### config.mk
export PLATFORM = sky130hd
export DESIGN_NAME = triple_timer_unit
export DESIGN_NICKNAME = d
export VERILOG_FILES = /design/src/core/timer_pkg.sv /design/src/core/triple_timer_unit.sv
export SDC_FILE = /design/constraint.sdc
export NUM_CORES = 1
export LEC_CHECK = 0
export BUFFER_PORTS_ARGS = -buffer_cell sky130_fd_sc_hd__buf_2
export CORE_MARGIN = 5
export CORE_UTILIZATION = 30
export DETAILED_ROUTE_END_ITERATION = 10
export PLACE_DENSITY = 0.47
export SYNTH_ARGS = -nofsm -noshare
export SYNTH_HDL_FRONTEND = slang
export SYNTH_SLANG_ARGS = --single-unit
### constraint.sdc
create_clock -name clock -period 8.49 [get_ports clock]
set_clock_uncertainty 0.15 [all_clocks]
set_input_delay 0.849 -clock clock [delete_from_list [all_inputs] [get_ports clock]]
set_output_delay 0.849 -clock clock [all_outputs]
set_load 0.02 [all_outputs]
### src/core/timer_pkg.sv
// shared constants and carrier types of the triple timer unit
package timer_pkg;

   // ------------------------------------------------------------
   // bus carrier
   // ------------------------------------------------------------
   typedef struct packed {
      logic [11:0] address;
      logic read;
      logic write;
      logic [3:0] byteenable;
      logic [31:0] writedata;
   } bus_req_s;

   typedef enum logic [0:0] {
      BUS_IDLE = 1'b0,
      BUS_ACK = 1'b1
   } bus_state_e;

   // ------------------------------------------------------------
   // register indices (byte address is index times four)
   // ------------------------------------------------------------
   localparam logic [9:0] IDX_PORT_MODE_A = 10'h004;
   localparam logic [9:0] IDX_TIMER_A_MODE = 10'h008;
   localparam logic [9:0] IDX_TIMER_B_MODE_ONE = 10'h009;
   localparam logic [9:0] IDX_TIMER_B_LOW = 10'h00a;
   localparam logic [9:0] IDX_TIMER_B_HIGH = 10'h00b;
   localparam logic [9:0] IDX_TIMER_C_MODE = 10'h00d;
   localparam logic [9:0] IDX_TIMER_C_LOW = 10'h00e;
   localparam logic [9:0] IDX_TIMER_C_HIGH = 10'h00f;
   localparam logic [9:0] IDX_WATCHDOG_CTRL = 10'h010;
   localparam logic [9:0] IDX_TIMER_B_MODE_TWO = 10'h026;

   // ------------------------------------------------------------
   // fields and reset values
   // ------------------------------------------------------------
   localparam int PWM_PIN_SELECT_BIT = 2;
   localparam int RELOAD_BIT = 3;
   localparam int CAPTURE_BIT = 2;
   localparam int WATCHDOG_BIT = 0;
   localparam logic [2:0] SRC_EVENT = 3'h7;
   localparam logic [1:0] EDGE_NONE = 2'h0;
   localparam logic [1:0] EDGE_FALL = 2'h1;
   localparam logic [1:0] EDGE_RISE = 2'h2;
   localparam logic [1:0] EDGE_BOTH = 2'h3;
   localparam logic [3:0] MODE_RESET = 4'h0;
   localparam logic [7:0] COUNT_RESET = 8'h00;
   localparam logic [7:0] COUNT_TOP = 8'hff;

   // ------------------------------------------------------------
   // prescaler taps: divide by 2,4,8,16,32,64,256,1024
   // ------------------------------------------------------------
   localparam int PS_W = 11;
   localparam logic [PS_W-1:0] PS_RESET = 11'h000;
   localparam logic [7:0][PS_W-1:0] TAP_MASK = {
      11'h3ff, 11'h0ff, 11'h03f, 11'h01f, 11'h00f, 11'h007, 11'h003, 11'h001
   };

endpackage

### src/core/triple_timer_unit.sv
// three 8-bit timers on a shared prescaler with an Avalon-MM register slave
//
// Operation
// - prescaler divides clock, taps feed timers
// - first timer: 8-bit up counter, tap select
// - first timer overflow raises interrupt request
// - second timer: free-run, reload, input capture
// - second mode one picks tap or event
// - second mode two picks event edge
// - second write registers load reload value
// - second read registers return live count, or the captured value in capture
// - capture counts tap ticks between trigger edges
// - second interrupts on overflow and capture edge
// - third timer: free-run, reload, watchdog
// - third mode register picks one tap
// - port mode bit 2 routes pwm pin
// - third write loads count, read returns live
// - third timer overflow raises interrupt request while the watchdog flag is clear
// - third counter usable as runaway watchdog
// - pwm takes new settings from next overflow
// - stop resets timers and the prescaler
// - watchdog flag cleared by reset, stop cancel
`timescale 1ns/1ns

module triple_timer_unit (
   input wire logic clock,
   input wire logic nrst,
   input wire timer_pkg::bus_req_s bus_req,
   output logic [31:0] readdata,
   output logic waitrequest,
   input wire logic event_capture_pin,
   input wire logic stop_mode,
   input wire logic stop_cancel_input_n,
   output logic irq_first,
   output logic irq_second,
   output logic irq_third,
   output logic mcu_reset_request,
   output logic pwm_output_pin
);

   // ------------------------------------------------------------
   // reset release and pin synchronisers
   // ------------------------------------------------------------
   logic rst_sync0;
   logic rst_n;
   logic ev_s0;
   logic ev_s1;
   logic ev_d;
   logic cn_s0;
   logic cn_s1;
   always_ff @(posedge clock or negedge nrst) begin
      if (!nrst) begin
         rst_sync0 <= 1'b0;
         rst_n <= 1'b0;
      end else begin
         rst_sync0 <= 1'b1;
         rst_n <= rst_sync0;
      end
   end
   always_ff @(posedge clock or negedge rst_n) begin
      if (!rst_n) begin
         ev_s0 <= 1'b0;
         ev_s1 <= 1'b0;
         ev_d <= 1'b0;
         cn_s0 <= 1'b1;
         cn_s1 <= 1'b1;
      end else begin
         ev_s0 <= event_capture_pin;
         ev_s1 <= ev_s0;
         ev_d <= ev_s1;
         cn_s0 <= stop_cancel_input_n;
         cn_s1 <= cn_s0;
      end
   end

   // ------------------------------------------------------------
   // shared prescaler
   // ------------------------------------------------------------
   logic [timer_pkg::PS_W-1:0] prescale;
   logic [7:0] tick;
   always_ff @(posedge clock or negedge rst_n) begin
      if (!rst_n) begin
         prescale <= timer_pkg::PS_RESET;
      end else if (stop_mode) begin
         prescale <= timer_pkg::PS_RESET;
      end else begin
         prescale <= prescale + 11'h001;
      end
   end
   for (genvar i = 0; i < 8; i++) begin : g_tap
      assign tick[i] = (prescale & timer_pkg::TAP_MASK[i]) == timer_pkg::TAP_MASK[i];
   end
   // ------------------------------------------------------------
   // bus slave
   // ------------------------------------------------------------
   timer_pkg::bus_state_e bus_state;
   logic [9:0] idx;
   logic wr_fire;
   logic [3:0] wd4;
   logic [31:0] next_readdata;
   logic [3:0] port_mode_a;
   logic [3:0] timer_a_mode;
   logic [3:0] timer_b_mode_one;
   logic [3:0] timer_b_mode_two;
   logic [3:0] timer_c_mode;
   logic [3:0] b_low_stage;
   logic [3:0] c_low_stage;
   logic [7:0] b_reload;
   logic [7:0] c_reload;
   logic watchdog_enable_flag;
   logic [7:0] a_count;
   logic [7:0] b_count;
   logic [7:0] b_captured;
   logic [7:0] c_count;
   logic [7:0] b_view;
   assign idx = bus_req.address[11:2];
   assign wd4 = bus_req.writedata[3:0];
   assign wr_fire = (bus_state == timer_pkg::BUS_ACK) && bus_req.write && bus_req.byteenable[0];
   always_comb begin
      next_readdata = 32'h00000000;
      case (idx)
         timer_pkg::IDX_PORT_MODE_A: next_readdata[3:0] = port_mode_a;
         timer_pkg::IDX_TIMER_A_MODE: next_readdata[3:0] = timer_a_mode;
         timer_pkg::IDX_TIMER_B_MODE_ONE: next_readdata[3:0] = timer_b_mode_one;
         timer_pkg::IDX_TIMER_B_MODE_TWO: next_readdata[3:0] = timer_b_mode_two;
         timer_pkg::IDX_TIMER_B_LOW: next_readdata[3:0] = b_view[3:0];
         timer_pkg::IDX_TIMER_B_HIGH: next_readdata[3:0] = b_view[7:4];
         timer_pkg::IDX_TIMER_C_MODE: next_readdata[3:0] = timer_c_mode;
         timer_pkg::IDX_TIMER_C_LOW: next_readdata[3:0] = c_count[3:0];
         timer_pkg::IDX_TIMER_C_HIGH: next_readdata[3:0] = c_count[7:4];
         timer_pkg::IDX_WATCHDOG_CTRL: next_readdata[0] = watchdog_enable_flag;
         default: next_readdata = 32'h00000000;
      endcase
   end

   always_ff @(posedge clock or negedge rst_n) begin
      if (!rst_n) begin
         bus_state <= timer_pkg::BUS_IDLE;
         waitrequest <= 1'b1;
         readdata <= 32'h00000000;
      end else begin
         case (bus_state)
            timer_pkg::BUS_IDLE: begin
               if (bus_req.read || bus_req.write) begin
                  bus_state <= timer_pkg::BUS_ACK;
                  waitrequest <= 1'b0;
                  readdata <= next_readdata;
               end
            end
            timer_pkg::BUS_ACK: begin
               bus_state <= timer_pkg::BUS_IDLE;
               waitrequest <= 1'b1;
            end
            default: begin
               bus_state <= timer_pkg::BUS_IDLE;
               waitrequest <= 1'b1;
            end
         endcase
      end
   end

   a_bus_answer: assert property (@(posedge clock) disable iff (!rst_n)
      (bus_state == timer_pkg::BUS_IDLE) && (bus_req.read || bus_req.write)
      |=> !waitrequest ##1 waitrequest)
      else $error("bus answer not one cycle after request");

   // ------------------------------------------------------------
   // mode and write registers
   // ------------------------------------------------------------
   always_ff @(posedge clock or negedge rst_n) begin
      if (!rst_n) begin
         port_mode_a <= timer_pkg::MODE_RESET;
         timer_a_mode <= timer_pkg::MODE_RESET;
         timer_b_mode_one <= timer_pkg::MODE_RESET;
         timer_b_mode_two <= timer_pkg::MODE_RESET;
         timer_c_mode <= timer_pkg::MODE_RESET;
      end else if (wr_fire) begin
         case (idx)
            timer_pkg::IDX_PORT_MODE_A: port_mode_a <= wd4;
            timer_pkg::IDX_TIMER_A_MODE: timer_a_mode <= wd4;
            timer_pkg::IDX_TIMER_B_MODE_ONE: timer_b_mode_one <= wd4;
            timer_pkg::IDX_TIMER_B_MODE_TWO: timer_b_mode_two <= wd4;
            timer_pkg::IDX_TIMER_C_MODE: timer_c_mode <= wd4;
            default: ;
         endcase
      end
   end

   // low nibble waits in a stage; the high write commits both nibbles
   always_ff @(posedge clock or negedge rst_n) begin
      if (!rst_n) begin
         b_low_stage <= timer_pkg::MODE_RESET;
         c_low_stage <= timer_pkg::MODE_RESET;
         b_reload <= timer_pkg::COUNT_RESET;
         c_reload <= timer_pkg::COUNT_RESET;
      end else if (wr_fire) begin
         case (idx)
            timer_pkg::IDX_TIMER_B_LOW: b_low_stage <= wd4;
            timer_pkg::IDX_TIMER_B_HIGH: b_reload <= {wd4, b_low_stage};
            timer_pkg::IDX_TIMER_C_LOW: c_low_stage <= wd4;
            timer_pkg::IDX_TIMER_C_HIGH: c_reload <= {wd4, c_low_stage};
            default: ;
         endcase
      end
   end

   // software may only set the flag; a stop cancel clears it and wins
   always_ff @(posedge clock or negedge rst_n) begin
      if (!rst_n) begin
         watchdog_enable_flag <= 1'b0;
      end else if (!cn_s1) begin
         watchdog_enable_flag <= 1'b0;
      end else if (wr_fire && idx == timer_pkg::IDX_WATCHDOG_CTRL && wd4[timer_pkg::WATCHDOG_BIT]) begin
         watchdog_enable_flag <= 1'b1;
      end
   end

   a_wdog_cancel: assert property (@(posedge clock) disable iff (!rst_n)
      !cn_s1 |=> !watchdog_enable_flag)
      else $error("watchdog flag survived stop cancel");
   // ------------------------------------------------------------
   // first timer
   // ------------------------------------------------------------
   logic a_tick;
   assign a_tick = tick[timer_a_mode[2:0]];
   always_ff @(posedge clock or negedge rst_n) begin
      if (!rst_n) begin
         a_count <= timer_pkg::COUNT_RESET;
         irq_first <= 1'b0;
      end else begin
         irq_first <= !stop_mode && a_tick && a_count == timer_pkg::COUNT_TOP;
         if (stop_mode) begin
            a_count <= timer_pkg::COUNT_RESET;
         end else if (a_tick) begin
            a_count <= a_count + 8'h01;
         end
      end
   end
   a_first_count: assert property (@(posedge clock) disable iff (!rst_n)
      !stop_mode && a_tick |=> a_count == 8'($past(a_count) + 8'h01))
      else $error("first timer missed a tick");
   a_first_overflow: assert property (@(posedge clock) disable iff (!rst_n)
      !stop_mode && a_tick && a_count == 8'hff |=> irq_first && a_count == 8'h00)
      else $error("first timer overflow without request");
   // ------------------------------------------------------------
   // second timer: event source, edge select, capture
   // ------------------------------------------------------------
   logic b_cap;
   logic b_reload_mode;
   logic ev_edge;
   logic b_tick;
   logic b_over;
   logic b_load;
   assign b_cap = timer_b_mode_two[timer_pkg::CAPTURE_BIT];
   assign b_reload_mode = timer_b_mode_one[timer_pkg::RELOAD_BIT];
   assign b_load = wr_fire && idx == timer_pkg::IDX_TIMER_B_HIGH;
   always_comb begin
      case (timer_b_mode_two[1:0])
         timer_pkg::EDGE_FALL: ev_edge = !ev_s1 && ev_d;
         timer_pkg::EDGE_RISE: ev_edge = ev_s1 && !ev_d;
         timer_pkg::EDGE_BOTH: ev_edge = ev_s1 != ev_d;
         default: ev_edge = 1'b0;
      endcase
   end
   // in capture the count clock stays internal even with the event code set
   assign b_tick = (timer_b_mode_one[2:0] == timer_pkg::SRC_EVENT && !b_cap) ?
      ev_edge : tick[timer_b_mode_one[2:0]];
   assign b_over = b_tick && b_count == timer_pkg::COUNT_TOP;
   assign b_view = b_cap ? b_captured : b_count;
   always_ff @(posedge clock or negedge rst_n) begin
      if (!rst_n) begin
         b_count <= timer_pkg::COUNT_RESET;
         b_captured <= timer_pkg::COUNT_RESET;
         irq_second <= 1'b0;
      end else begin
         irq_second <= !stop_mode && (b_over || (b_cap && ev_edge));
         if (stop_mode) begin
            b_count <= timer_pkg::COUNT_RESET;
            b_captured <= timer_pkg::COUNT_RESET;
         end else if (b_load) begin
            b_count <= {wd4, b_low_stage};
         end else if (b_cap && ev_edge) begin
            b_captured <= b_count;
            b_count <= timer_pkg::COUNT_RESET;
         end else if (b_over) begin
            b_count <= b_reload_mode ? b_reload : timer_pkg::COUNT_RESET;
         end else if (b_tick) begin
            b_count <= b_count + 8'h01;
         end
      end
   end
   a_second_reload: assert property (@(posedge clock) disable iff (!rst_n)
      !stop_mode && !b_load && !(b_cap && ev_edge) && b_over && b_reload_mode
      |=> b_count == $past(b_reload))
      else $error("second timer did not reload");
   a_capture_edge: assert property (@(posedge clock) disable iff (!rst_n)
      !stop_mode && !b_load && b_cap && ev_edge
      |=> b_captured == $past(b_count) && b_count == 8'h00 && irq_second)
      else $error("capture edge mishandled");
   // ------------------------------------------------------------
   // third timer, pwm and watchdog
   // ------------------------------------------------------------
   logic c_tick;
   logic c_over;
   logic c_load;
   logic [7:0] c_active;
   assign c_tick = tick[timer_c_mode[2:0]];
   assign c_over = c_tick && c_count == timer_pkg::COUNT_TOP;
   assign c_load = wr_fire && idx == timer_pkg::IDX_TIMER_C_HIGH;
   always_ff @(posedge clock or negedge rst_n) begin
      if (!rst_n) begin
         c_count <= timer_pkg::COUNT_RESET;
      end else if (stop_mode) begin
         c_count <= timer_pkg::COUNT_RESET;
      end else if (c_load) begin
         c_count <= {wd4, c_low_stage};
      end else if (c_over) begin
         c_count <= timer_pkg::COUNT_RESET;
         if (timer_c_mode[timer_pkg::RELOAD_BIT]) begin
            c_count <= c_reload;
         end
      end else if (c_tick) begin
         c_count <= c_count + 8'h01;
      end
   end
   // the duty compare value moves only at overflow, and stop clears it
   always_ff @(posedge clock or negedge rst_n) begin
      if (!rst_n) begin
         c_active <= timer_pkg::COUNT_RESET;
      end else if (stop_mode) begin
         c_active <= timer_pkg::COUNT_RESET;
      end else if (c_over) begin
         c_active <= c_reload;
      end
   end
   always_ff @(posedge clock or negedge rst_n) begin
      if (!rst_n) begin
         irq_third <= 1'b0;
         mcu_reset_request <= 1'b0;
         pwm_output_pin <= 1'b0;
      end else begin
         irq_third <= !stop_mode && c_over && !watchdog_enable_flag;
         mcu_reset_request <= !stop_mode && c_over && watchdog_enable_flag;
         pwm_output_pin <= port_mode_a[timer_pkg::PWM_PIN_SELECT_BIT] &&
            (c_count < c_active);
      end
   end
   a_watchdog_reset: assert property (@(posedge clock) disable iff (!rst_n)
      !stop_mode && c_over && watchdog_enable_flag |=> mcu_reset_request && !irq_third)
      else $error("watchdog overflow did not reset");
   a_third_irq: assert property (@(posedge clock) disable iff (!rst_n)
      !stop_mode && c_over && !watchdog_enable_flag |=> irq_third && !mcu_reset_request)
      else $error("third overflow without request");
   a_pwm_hold: assert property (@(posedge clock) disable iff (!rst_n)
      !stop_mode && !c_over |=> $stable(c_active))
      else $error("pwm setting changed between overflows");
   a_pin_route: assert property (@(posedge clock) disable iff (!rst_n)
      !port_mode_a[timer_pkg::PWM_PIN_SELECT_BIT] |=> !pwm_output_pin)
      else $error("pwm pin driven while not selected");
   a_stop_clears: assert property (@(posedge clock) disable iff (!rst_n)
      stop_mode |=> a_count == 8'h00 && b_count == 8'h00 && c_count == 8'h00)
      else $error("timers not held in reset during stop");
endmodule // triple_timer_unit

### Word-level counts from Yosys, hierarchy flattened

Index checks and enable logic that the tools add are counted.

| word-level totals | value |
|---|---|
| register bits after elaboration | 114 |
| bits in latches | 0 |
| bits in writable memories | 0 |
| bits in read-only memories | 0 |
| bits of input ports | 55 |
| output and inout port bits | 38 |
| logic and storage cells | 146 |
| memories | 0 |

| operators by class | value |
|---|---|
| add/sub/neg operators | 4 |
| multiply operators | 0 |
| divide/modulo/power cells | 0 |
| $lt $le $gt $ge | 4 |
| eq/ne operators | 28 |
| shift operators | 0 |
| muxes and demuxes | 36 |
| bitwise operators | 1 |
| reduce and logical (&&, ||, !) cells | 42 |

Operator list:

| kind | count |
|---|---|
| two-way mux 8 bit | 19 |
| == test 10 x 4 -> 1 bit (second input constant) | 7 |
| == test 8 bit (second input constant) | 4 |
| one-hot mux 3 bit (9 select lines) | 1 |
| adder 8 x 1 -> 8 bit (second input constant) | 3 |
| AND reduction 2 bit | 11 |
| logical AND 1 bit | 19 |
| less-than comparator 3 x 4 -> 1 bit (second input constant) | 3 |
| adder 11 x 1 -> 11 bit (second input constant) | 1 |
| two-way mux 11 bit | 1 |
| == test 10 bit (second input constant) | 1 |
| == test 10 x 3 -> 1 bit (second input constant) | 1 |
| == test 10 x 5 -> 1 bit (second input constant) | 1 |
| == test 10 x 6 -> 1 bit (second input constant) | 1 |
| one-hot mux 1 bit (10 select lines) | 1 |
| binary-select mux 1 bit (select 3 bit) | 3 |
| less-than comparator 8 bit | 1 |
| two-way mux 1 bit | 8 |
| == test 2 bit (second input constant) | 3 |
| == test 3 bit (second input constant) | 2 |
| == test 6 bit (second input constant) | 1 |
| nonzero test 2 bit | 3 |
| == test 5 bit (second input constant) | 1 |
| zero test 1 bit | 5 |
| 11 further kinds | 14 |

### Logic depth before layout (Yosys ltp)

Gate-level depths: netlist (run 1).

| depth | value |
|---|---|
| word-level depth | 9 |
| mapped depth | 10 |
| mapped depth without buffers | 10 |

### Worst setup path before layout (run 1)

No wires, ideal clock.

| timing | value |
|---|---|
| kind | input to register |
| from | input bus_req[40] (netlist bit) |
| to | register port_mode_a[0] |
| setup time | 0.125 ns |
| data arrival time | 2.641 ns |
| data required time | 8.215 ns |
| path slack | 5.574 ns |
| stages on the path | 6 |
| buffers on the path | 2 |
| cells stage by stage | clkbuf_1 or3b_2 or3_1 or4_1 clkbuf_1 mux2_2 |

| between the ends | value |
|---|---|
| cells in the longest elaborated chain, start to end | 2 |

Ends and longest elaborated chain:

| element | line | source |
|---|---|---|
| start, declared | triple_timer_unit.sv:28 | `input wire timer_pkg::bus_req_s bus_req,` |
| == test 10 x 3 -> 1 bit | triple_timer_unit.sv:178 | `case (idx)` |
| AND reduction 2 bit (no source line) | - |  |
| end signal, assigned | triple_timer_unit.sv:172 | `port_mode_a <= timer_pkg::MODE_RESET;` |
| end signal, assigned | triple_timer_unit.sv:179 | `timer_pkg::IDX_PORT_MODE_A: port_mode_a <= wd4;` |
| end, declared | triple_timer_unit.sv:101 | `logic [3:0] port_mode_a;` |

No other way between the ends.
A chain may end at the register's enable or synchronous reset.

### Worst setup path after layout (run 1)

| timing | value |
|---|---|
| from | input bus_req[49] (netlist bit) |
| to | register b_count[0] |

| between the ends | value |
|---|---|
| cells in the longest elaborated chain, start to end | 4 |
| elaborated cells between the ends (all ways) | 5 |
| classes of those cells | eq/ne (1); mux (2); reduce/logical (2) |

Ends and longest elaborated chain:

| element | line | source |
|---|---|---|
| == test 10 x 4 -> 1 bit * | triple_timer_unit.sv:256 | `assign b_load = wr_fire && idx == timer_pkg::IDX_TIMER_B_HIGH;` |
| logical AND 1 bit * | triple_timer_unit.sv:256 |  |
| two-way mux 8 bit | triple_timer_unit.sv:280 | `end else if (b_load) begin` |
| two-way mux 8 bit | triple_timer_unit.sv:277 | `if (stop_mode) begin` |
| end signal, assigned | triple_timer_unit.sv:278 | `b_count <= timer_pkg::COUNT_RESET;` |
| end signal, assigned | triple_timer_unit.sv:281 | `b_count <= {wd4, b_low_stage};` |
| end signal, assigned | triple_timer_unit.sv:284 | `b_count <= timer_pkg::COUNT_RESET;` |
| end, declared | triple_timer_unit.sv:112 | `logic [7:0] b_count;` |

Every way passes the cells marked *; elsewhere a longest branch is shown, timed or not.

==> metrics, run 1 <==
status completed; cell count along the critical path 8; hold_buf cts 0; via count about 4800; worst path buffer plus inverter count 1; Crit-path slowest cell or4_4; CTS resizes 0; path type of the worst setup path in -> reg; Ys Warns 0; Pwr per Cell Area approximately 190 nW/um^2; CTS buffer count 17; slowest stage delay, CP between 0.5 and 0.6 ns; leakage between 3 and 4 nW; Worst Max-Slew Pin Slew ~0.85 ns; postcts setup bufs 0; combinational share of power 6.6%; CP Capture Type flip-flop; Pint approximately 1.0 mW; share of cells above drive strength 1 16.7%; CP Max Fanout 12; maximum VDD drop roughly 0.12 mV; worst min-delay path class in -> async; vias in the first global route around 4600; synthesis-to-finish area growth 14.0%; Pre-antenna DRT Iters 4; Final Hold Violating Endpoints 0; r2r setup slk 5.31 ns; gpl congestion about 0.79; Clock Tree Buf Depth 2; relative slew slack 43.4%; CP cell instances buf_2 -> or4_4 -> nor4_2 -> nand2_1 -> nand2_1 -> nor3_1 -> a22oi_1 -> o21ai_0; post-route minimum period around 3.2 ns; fin crit share approximately 38%; RSZ-0062 raised after global routing no; Core Area 20200 um^2; sequential power share between 40% and 50%; post-synthesis cell type count between 50 and 60; worst reg2reg path endpoint b_count[0]; worst r2r src prescale[0]; fin. max-slew vios 0; final wirelength approximately 16000 um; filler instances slightly above 2000; R2R cell count 10; die area between 20000 and 25000 um^2; Net Sw Frac about a quarter; Mapped Area ~6200 um^2; CTS Sinks about 110; max_cap viols 0; initial DRC count ~330; Synth Instances 642; synthesized flop and latch total 113; die width about 150 um; number of routed nets with antenna violations 0; Seq/Total Area, Yosys between 40 and 50%; Crit path arrival time between 3 and 4 ns; Setup crit start bus_req[49]; Psw ~0.33 mW; average wire per standard cell around 17 um; FMAX between 0.3 and 0.4 GHz; Worst Setup EP b_count[0]; clk_lat worst skew 0.42 ns; diode count 0; Fin Hold WS ~0.052 ns; Total Nets Final between 700 and 800; largest net degree at the start of global routing between 60 and 70; TritonCTS clock tree yes; routed vias/inst 5.02; H-tree levels 4; startpoint class of the critical path input port; setup TNS 0 ns; dominant register cell in the synthesized netlist dfrtp_1; final setup fails 0; row cnt between 50 and 60; ys async rst share 100%; clock network power share 50.6%; CTS Root Buffer Type clkbuf_16; DRC 0; Critical Path RT between 8 and 9 ns; initial antenna violation count 0; Final HPWL DP approximately 11000 um; Boundary Pins 93; Initial Utilization between 30% and 40%; Die Ht about 150 um; Syn Area/Cell around 9.6 um^2; GRT Total Usage between 10% and 20%; first-pass GRT wire length around 26000 um; number of port buffers 31; total grt overflow 0; EDFF count, synth 0; Crit path top cell by count nand2_1; CP delay by family, top simple AND/OR/NAND/NOR gates; clock-pin slew on the worst setup and hold paths roughly 0.05 ns
cells in the final DEF, fill, tap and decap left out, drive strengths merged, types with 5 or more instances in the layout:
| cell type | n |
|---|---|
| dfrtp | 110 |
| nand2 | 90 |
| xnor2 | 8 |
| o22ai | 7 |
| a21boi | 5 |
| and2 | 5 |
| nand2b | 7 |
| o21ai | 27 |
| inv | 15 |
| conb | 29 |
| a22o | 5 |
| mux2i | 27 |
| nor2b | 14 |
| a22oi | 8 |
| ha | 15 |
| nand3 | 23 |
| xor2 | 8 |
| nor2 | 64 |
| buf | 36 |
| nor3 | 5 |
| clkbuf | 22 |
| a21oi | 20 |
| a31oi | 8 |
| nand4 | 12 |
| mux2 | 35 |
| and3 | 12 |
| o211ai | 8 |
| clkinv | 6 |
metal layers:
layer	wire [um]	GRT usage (%)	part of all wire (%)
met1	7070	17.6	44
met2	7570	22.5	48
met3	871	3.17	5.5
met4	378	5.98	2.4
met5	0	0	0
cells in the mapped netlist (3+ instances only):
cell type / instances / share of area [%]
o22ai_1: 7 / 0.71
o211ai_1: 8 / 0.98
a31oi_1: 8 / 0.81
or3_1: 4 / 0.41
xor2_1: 8 / 1.1
nand3_1: 23 / 1.9
nand2b_1: 7 / 0.71
xnor2_1: 8 / 1.1
buf_4: 28 / 3.4
nor2_1: 63 / 3.8
clkbuf_1: 25 / 1.5
a21oi_1: 20 / 1.6
nor3_1: 5 / 0.41
a211oi_1: 3 / 0.37
dfstp_2: 3 / 1.3
buf_1: 5 / 0.31
mux2i_1: 27 / 4.4
a21boi_0: 5 / 0.61
mux2_2: 35 / 6.4
nor2b_1: 14 / 1.4
and3_1: 12 / 1.2
nor3b_1: 4 / 0.49
nand2_1: 90 / 5.5
nand4_1: 12 / 1.2
ha_1: 15 / 3.1
a22o_1: 5 / 0.71
and2_1: 5 / 0.51
inv_1: 15 / 0.92
dfrtp_1: 110 / 45
a22oi_1: 8 / 0.98
o21ai_0: 27 / 2.2
worst reg2reg max path, cell delays in order (launching register included):
cell	delay [ns]
dfrtp_1	0.43
ha_1	0.34
and3_1	0.25
ha_1	0.23
nor2_1	0.05
o21ai_0	0.17
a31oi_1	0.07
o2bb2ai_1	0.68
nor3_1	0.29
a22oi_1	0.26
o21ai_0	0.12
logic make-up after synthesis:
family                   count (synthesis)  synth area share, %
AO/OA/AOI/OAI                          104                 10.8
XOR/XNOR                                16                 2.28
adder cells (fa/ha/maj)                 15                 3.05
buffers and inverters                   75                 6.33
flip-flops                             113                 46.0
multiplexers                            64                 11.5
other                                    2                0.122
AND/OR/NAND/NOR                        253                 19.8
stage by stage:
| step | cells | setup slack [ns] | util (%) | power, mW | area [um^2] |
|---|---|---|---|---|---|
| 2_1_floorplan | 669 | 4.96 | - | 0.640 | 6250 |
| 3_3_place_gp | 915 | 4.88 | 31.9 | 0.662 | 6450 |
| 3_5_place_dp | 915 | 4.90 | 31.9 | 0.663 | 6450 |
| 4_1_cts | 947 | 5.34 | 34.7 | 1.34 | 7010 |
| 5_1_grt | 947 | 5.05 | 34.7 | 1.37 | 7010 |
| 6_report | 947 | 5.30 | 34.7 | 1.32 | 7010 |
cell type report:
class | instances | area (um^2) | area share [%]
multi-input cells | 481 | 3030 | 43.2
flip-flops and latches | 113 | 2840 | 40.4
clock buffers | 22 | 474 | 6.76
well taps | 270 | 338 | 4.82
repair buffers | 36 | 193 | 2.75
clock inverters | 10 | 86.3 | 1.23
inverters | 15 | 56.3 | 0.803
power groups by stage:
| stage | Clock [mW] | Sequential [mW] | Combinational [mW] |
|---|---|---|---|
| 6_report | 0.670 | 0.566 | 0.0871 |
| 3_3_place_gp | 0 | 0.575 | 0.0868 |
| 5_1_grt | 0.709 | 0.568 | 0.0964 |
| 3_5_place_dp | 0 | 0.575 | 0.0871 |
| 2_1_floorplan | 0 | 0.579 | 0.0610 |
| 4_1_cts | 0.689 | 0.566 | 0.0875 |
worst min path at each step:
stage | from | cells past startpoint | endpoint
after floorplan | ev_s0 | 0 | ev_s1
final | nrst | 1 | rst_n
after global placement | ev_s0 | 0 | ev_s1
after global routing | nrst | 1 | rst_n
after detailed placement | rst_sync0 | 0 | rst_n
after CTS | nrst | 1 | rst_n
sequential cells by signal (all words and copies together), names as in the netlist, 4 cells and up:
name,flops
prescale,10
a_count,8
b_captured,8
b_count,8
b_reload,8
c_active,8
c_count,8
c_reload,8
b_low_stage,4
c_low_stage,4
port_mode_a,4
readdata,4
timer_a_mode,4
timer_b_mode_one,4
timer_b_mode_two,4
timer_c_mode,4
Note: power is estimated with default switching activity, not from simulation.
==> inputs of run 2 (changes only) <==
PLACE_DENSITY = 0.49   (was 0.47)
clock period = 2.9 ns   (was 8.49 ns; I/O delays follow)
==> metrics, run 2 (synthesis results as in run 1) <==
path type of the worst setup path reg -> reg (was in -> reg); filler instances 2070 (was 2058); Biggest register prescale (unchanged); worst min-delay path class in -> reg (was in -> async); Worst Min Path Start stop_mode; Clock Tree Buf Depth 2 (unchanged); Psw 0.968 mW (was 0.326 mW); Worst Max-Slew Pin Slew 0.686 ns (was 0.850 ns); initial DRC count 323 (was 329); row cnt 52 (unchanged); die area 23500 um^2 (unchanged); number of routed nets with antenna violations 0 (unchanged); r2r setup slk 0.28 ns (was 5.31 ns); leakage 3.31 nW (was 3.13 nW); relative slew slack 54.3% (was 43.4%); CP cell instances ha_1 -> and3_1 -> ha_1 -> buf_4 -> nor2_1 -> o21ai_0 -> a31oi_1 -> o2bb2ai_1 -> buf_4 -> nor3_1 -> buf_4 -> nand2_1 -> o211ai_1 (was buf_2 -> or4_4 -> nor4_2 -> nand2_1 -> nand2_1 -> nor3_1 -> a22oi_1 -> o21ai_0); DRC 0 (unchanged); clock network power share 54.7% (was 50.6%); Crit path arrival time 2.81 ns (was 3.32 ns); Initial Utilization 30.4% (unchanged); largest net degree at the start of global routing 52 (was 61); maximum VDD drop 0.334 mV (was 0.117 mV); worst reg2reg path endpoint b_count[2] (was b_count[0]); Net Sw Frac 22.8% (was 24.6%); placed insts 937 (was 915); max reg flops 10 (unchanged); Non-Filler Instances 972 (was 947); startpoint class of the critical path flip-flop (was input port); routed vias/inst 4.94 (was 5.02); via count 4804 (was 4758); hold depth 2; Final Hold Violating Endpoints 0 (unchanged); RSZ-0062 raised after global routing no (unchanged); Critical Path RT 3.08 ns (was 8.62 ns); Pwr per Cell Area 581 nW/um^2 (was 189 nW/um^2); vias in the first global route 4888 (was 4645); most frequent cells in the layout 109 x dfrtp_1, 90 x nand2_1, 63 x nor2_1 (unchanged); Final HPWL DP 11500 um (was 11100 um); clk_lat worst skew 0.42 ns (about the same); CTS buffer count 17 (unchanged); post-route minimum period roughly 2.6 ns; die width 153 um (unchanged); synthesis-to-finish area growth 19.0% (was 14.0%); status completed (unchanged); Hold EP c_active[6]; setup TNS 0 ns (unchanged); Crit-path slowest cell dfrtp_1 (was or4_4); TritonCTS clock tree yes (unchanged); combinational share of power 6.5% (was 6.6%); first-pass GRT wire length 26600 um (was 25800 um); slowest stage delay, CP 0.38 ns (was 0.57 ns); R2R cell count 13 (was 10); total grt overflow 0 (unchanged); Core Area 20200 um^2 (unchanged); average wire per standard cell 16.6 um (was 16.8 um); GRT Total Usage 14.1% (was 13.8%); number of port buffers 31 (unchanged); most common cell after layout, fill and taps aside dfrtp_1 (unchanged); CP Max Fanout 10 (was 12); Setup crit start prescale[0] (was bus_req[49]); fin crit share approximately nine tenths; Total Nets Final 759 (was 734); Pint 3.28 mW (was 0.997 mW); CTS Root Buffer Type clkbuf_16 (unchanged); initial antenna violation count 0 (unchanged); max_cap viols 0 (unchanged); gpl congestion 0.824 (was 0.793); share of cells above drive strength 1 19.5% (was 16.7%); clock-pin slew on the worst setup and hold paths 0.06 ns (was 0.05 ns); diode count 0 (unchanged); fin. max-slew vios 0 (unchanged); Crit path top cell by count buf_4 (was nand2_1); Pre-antenna DRT Iters 5 (was 4); final wirelength 16100 um (was 15900 um); final setup fails 0 (unchanged); CP Capture Type flip-flop (unchanged); FMAX 0.381 GHz; Die Ht 153 um (unchanged); Boundary Pins 93 (unchanged); DP Worst Slack 0.135 ns (was 4.90 ns); Finished Core Util 36.2% (was 34.7%); worst r2r src prescale[0] (unchanged); CTS Sinks 113 (unchanged); Setup WS post-layout 0.275 ns (was 5.30 ns); sequential power share 38.9% (was 42.8%); H-tree levels 4 (unchanged)
run 2: cell types whose count changed in the layout (fill, tap and decap cells not counted), sizes merged:
cell | before | now
buf | 36 | 58
bufinv | 1 | 5
clkbuf | 22 | 21
clkinv | 6 | 5
clkinvlp | 3 | 1
dlygate4sd3 | 0 | 3
run 2: per-layer routing:
layer	global-route usage (%)	wire, um
met3	3.14	720
met4	5.01	290
met1	18.3	7380
met2	23.0	7740
met5	0	0
run 2: critical path, delay by kind of cell, from the launching register on:
family | cells | cell delay, ns
AO/OA/AOI/OAI | 4 | 0.46
adder cells (fa/ha/maj) | 2 | 0.45
buffers and inverters | 3 | 0.51
flip-flops | 1 | 0.38
AND/OR/NAND/NOR | 4 | 0.61
run 2: final cells by class:
class	instances	area, um^2	share of cell area (%)
well taps	270	338	4.62
repair buffers	61	400	5.47
clock buffers	21	470	6.43
clock inverters	11	183	2.50
inverters	15	56.3	0.769
multi-input cells	481	3030	41.5
flip-flops and latches	113	2840	38.7
run 2: worst max-delay path by stage:
stage,endpoint,slack [ns],depth (start not counted)
after floorplan,b_count[7],0.45,10
after global placement,c_active[0],0.19,10
after detailed placement,c_active[0],0.14,10
after CTS,c_active[0],0.08,10
after global routing,b_count[0],0.008,13
final,b_count[2],0.28,13
run 2: through the flow:
stage                     power (mW)  hold slack [ns]  area [um^2]
final                           4.25           0.0313         7320
after global routing            4.40           0.0359         7320
after CTS                       4.29           0.0143         7310
after detailed placement        1.95          -0.0701         6630
after global placement          1.95          -0.0762         6630
after floorplan                 1.87           -0.156         6250
run 2: what timing repair did:
item / in CTS / in global routing
gates resized for setup: 0 / 1
setup endpoints to repair: 0 / 5
buffers inserted: 0 / 0
endpoints found under the hold margin: 4 / 0
hold buffers: 3 / 0
run 2: power by group through the flow:
stage	registers (mW)	clock network, mW	logic [mW]
final	1.65	2.32	0.275
after global routing	1.66	2.43	0.304
after CTS	1.65	2.36	0.276
after detailed placement	1.68	0	0.271
after global placement	1.68	0	0.270
after floorplan	1.69	0	0.179
==> inputs of run 3 (changes only) <==
GPL_TIMING_DRIVEN = 0   (was default)
MAX_ROUTING_LAYER = met4   (was default)
==> metrics, run 3 (synthesis results as in run 1) <==
number of port buffers 28 (was 31); clock-pin slew on the worst setup and hold paths 0.05 ns (was 0.06 ns); filler instances 2054 (was 2070); Initial Utilization 30.4% (unchanged); Final HPWL DP 12300 um (was 11500 um); Worst Max-Slew Pin Slew 0.773 ns (was 0.686 ns); Die Ht 153 um (unchanged); CP Capture Type flip-flop (unchanged); Core Area 20200 um^2 (unchanged); met1 WL 7680 um (was 7380 um); detailed-routed wire length on met3 830 um (was 720 um); Multi-input gate area 3070 um^2 (was 3030 um^2); via count 4939 (was 4804); Finished Core Util 36.7% (was 36.2%); Pre-antenna DRT Iters 5 (unchanged); max reg flops 10 (unchanged); max_cap viols 0 (unchanged); CP Max Fanout 10 (unchanged); row cnt 52 (unchanged); share of cells above drive strength 1 19.2% (was 19.5%); placed insts 968 (was 937); R2R cell count 10 (was 13); maximum VDD drop 0.378 mV (was 0.334 mV); Worst Setup EP c_active[7] (was b_count[2]); Net Sw Frac 23.7% (was 22.8%); total power 4.02 mW (was 4.25 mW); total grt overflow 0 (unchanged); final wirelength 16900 um (was 16100 um); die width 153 um (unchanged); worst r2r src prescale[0] (unchanged); Psw 0.952 mW (was 0.968 mW); status completed (unchanged); post-route minimum period 2.68 ns (was 2.62 ns); largest net degree at the start of global routing 66 (was 52); GRT Total Usage 14.9% (was 14.1%); path type of the worst setup path reg -> reg (unchanged); routed vias/inst 4.92 (was 4.94); Critical Path RT 3.02 ns (was 3.08 ns); gpl congestion 0.903 (was 0.824); relative slew slack 48.4% (was 54.3%); fin. max-slew vios 0 (unchanged); DRC 0 (unchanged); final setup fails 0 (unchanged); number of routed nets with antenna violations 0 (unchanged); CTS buffer count 17 (unchanged); CTS Sinks 113 (unchanged); Total Nets Final 790 (was 759); die area 23500 um^2 (unchanged); fin crit share 92.6% (was 90.5%); FMAX 0.372 GHz (was 0.381 GHz); Non-Filler Instances 1003 (was 972); sequential power share 41.1% (was 38.9%); Seq. cell area 2840 um^2 (about the same); initial antenna violation count 0 (unchanged); clock network power share 51.3% (was 54.7%); H-tree levels 4 (unchanged); combinational share of power 7.6% (was 6.5%); setup TNS 0 ns (unchanged); clk_lat worst skew 0.41 ns (was 0.42 ns); leakage 3.33 nW (was 3.31 nW); most common cell after layout, fill and taps aside dfrtp_1 (unchanged); Crit path arrival time 2.80 ns (was 2.81 ns); synthesis-to-finish area growth 20.7% (was 19.0%); vias in the first global route 4958 (was 4888); Biggest register prescale (unchanged); diode count 0 (unchanged); worst min-delay path class in -> reg (unchanged); Boundary Pins 93 (unchanged); CTS Root Buffer Type clkbuf_16 (unchanged); highest metal layer with signal wires met4 (unchanged); average wire per standard cell 16.9 um (was 16.6 um); Setup crit start prescale[0] (unchanged); r2r setup slk 0.22 ns (was 0.28 ns); RSZ-0062 raised after global routing no (unchanged); Pwr per Cell Area 541 nW/um^2 (was 581 nW/um^2); startpoint class of the critical path flip-flop (unchanged); worst reg2reg path endpoint c_active[7] (was b_count[2]); Pint 3.07 mW (was 3.28 mW); most frequent cells in the layout 108 x dfrtp_1, 90 x nand2_1, 63 x nor2_1 (was 109 x dfrtp_1, 90 x nand2_1, 63 x nor2_1); Clock Tree Buf Depth 2 (unchanged); metal2 WL 8110 um (was 7740 um); Final Hold Violating Endpoints 0 (unchanged); TritonCTS clock tree yes (unchanged); initial DRC count 301 (was 323); first-pass GRT wire length 27100 um (was 26600 um)
==> run 3: worst min-delay path by stage <==
stage / startpoint / to / slack [ns] / cells past startpoint
after floorplan: nrst / rst_n / -0.16 / 0
after detailed placement: nrst / rst_sync0 / -0.07 / 1
after global placement: nrst / rst_sync0 / -0.08 / 1
final: bus_req[0] / watchdog_enable_flag / 0.03 / 3
after CTS: nrst / rst_n / 0.02 / 2
after global routing: nrst / rst_n / 0.05 / 2
==> run 3: worst max-delay path, cell delays in order (launching register included) <==
cell       delay [ns]
dfrtp_2          0.46
ha_4             0.21
and3_1           0.18
ha_1             0.23
or3_1            0.35
o2111ai_1        0.11
and2_1           0.30
nor2b_2          0.11
buf_4            0.20
mux2i_1          0.18
nor2_1           0.06
==> run 3: per-layer routing <==
layer	vias up	GRT usage [%]
li1	2356	-
met1	2436	19.2
met2	128	23.2
met3	19	3.42
met4	0	5.05
met5	-	-
==> run 3: per-stage QoR <==
step | hold slack (ns) | setup WS (ns) | area, um^2
5_1_grt | 0.0484 | 0.0715 | 7430
3_5_place_dp | -0.0735 | -0.160 | 6760
6_report | 0.0343 | 0.215 | 7430
3_3_place_gp | -0.0757 | -0.160 | 6730
4_1_cts | 0.0156 | 0.0282 | 7400
2_1_floorplan | -0.156 | 0.446 | 6250
==> run 3: layout make-up <==
type	instances	share of cell area [%]
inverter	15	0.758
timing repair buffer	32	2.66
tap	270	4.55
sequential	113	38.2
multi-input combinational	481	41.3
clock buffer	23	6.57
clock inverter	9	1.42
buffer	60	4.51
==> run 3: repair_timing <==
| item | in CTS | in global routing |
|---|---|---|
| endpoints found under the hold margin | 4 | 0 |
| gates resized for setup | 3 | 5 |
| gates cloned | 0 | 0 |
| hold buffers | 3 | 0 |
| setup endpoints to repair | 16 | 16 |
| pin swaps | 0 | 0 |
| buffers inserted | 0 | 0 |
==> run 3: power by group through the flow <==
stage | registers, mW | logic (mW) | clock network, mW
3_3_place_gp | 1.70 | 0.274 | 0
2_1_floorplan | 1.69 | 0.179 | 0
3_5_place_dp | 1.68 | 0.298 | 0
5_1_grt | 1.66 | 0.339 | 2.16
6_report | 1.65 | 0.306 | 2.06
4_1_cts | 1.65 | 0.303 | 2.11
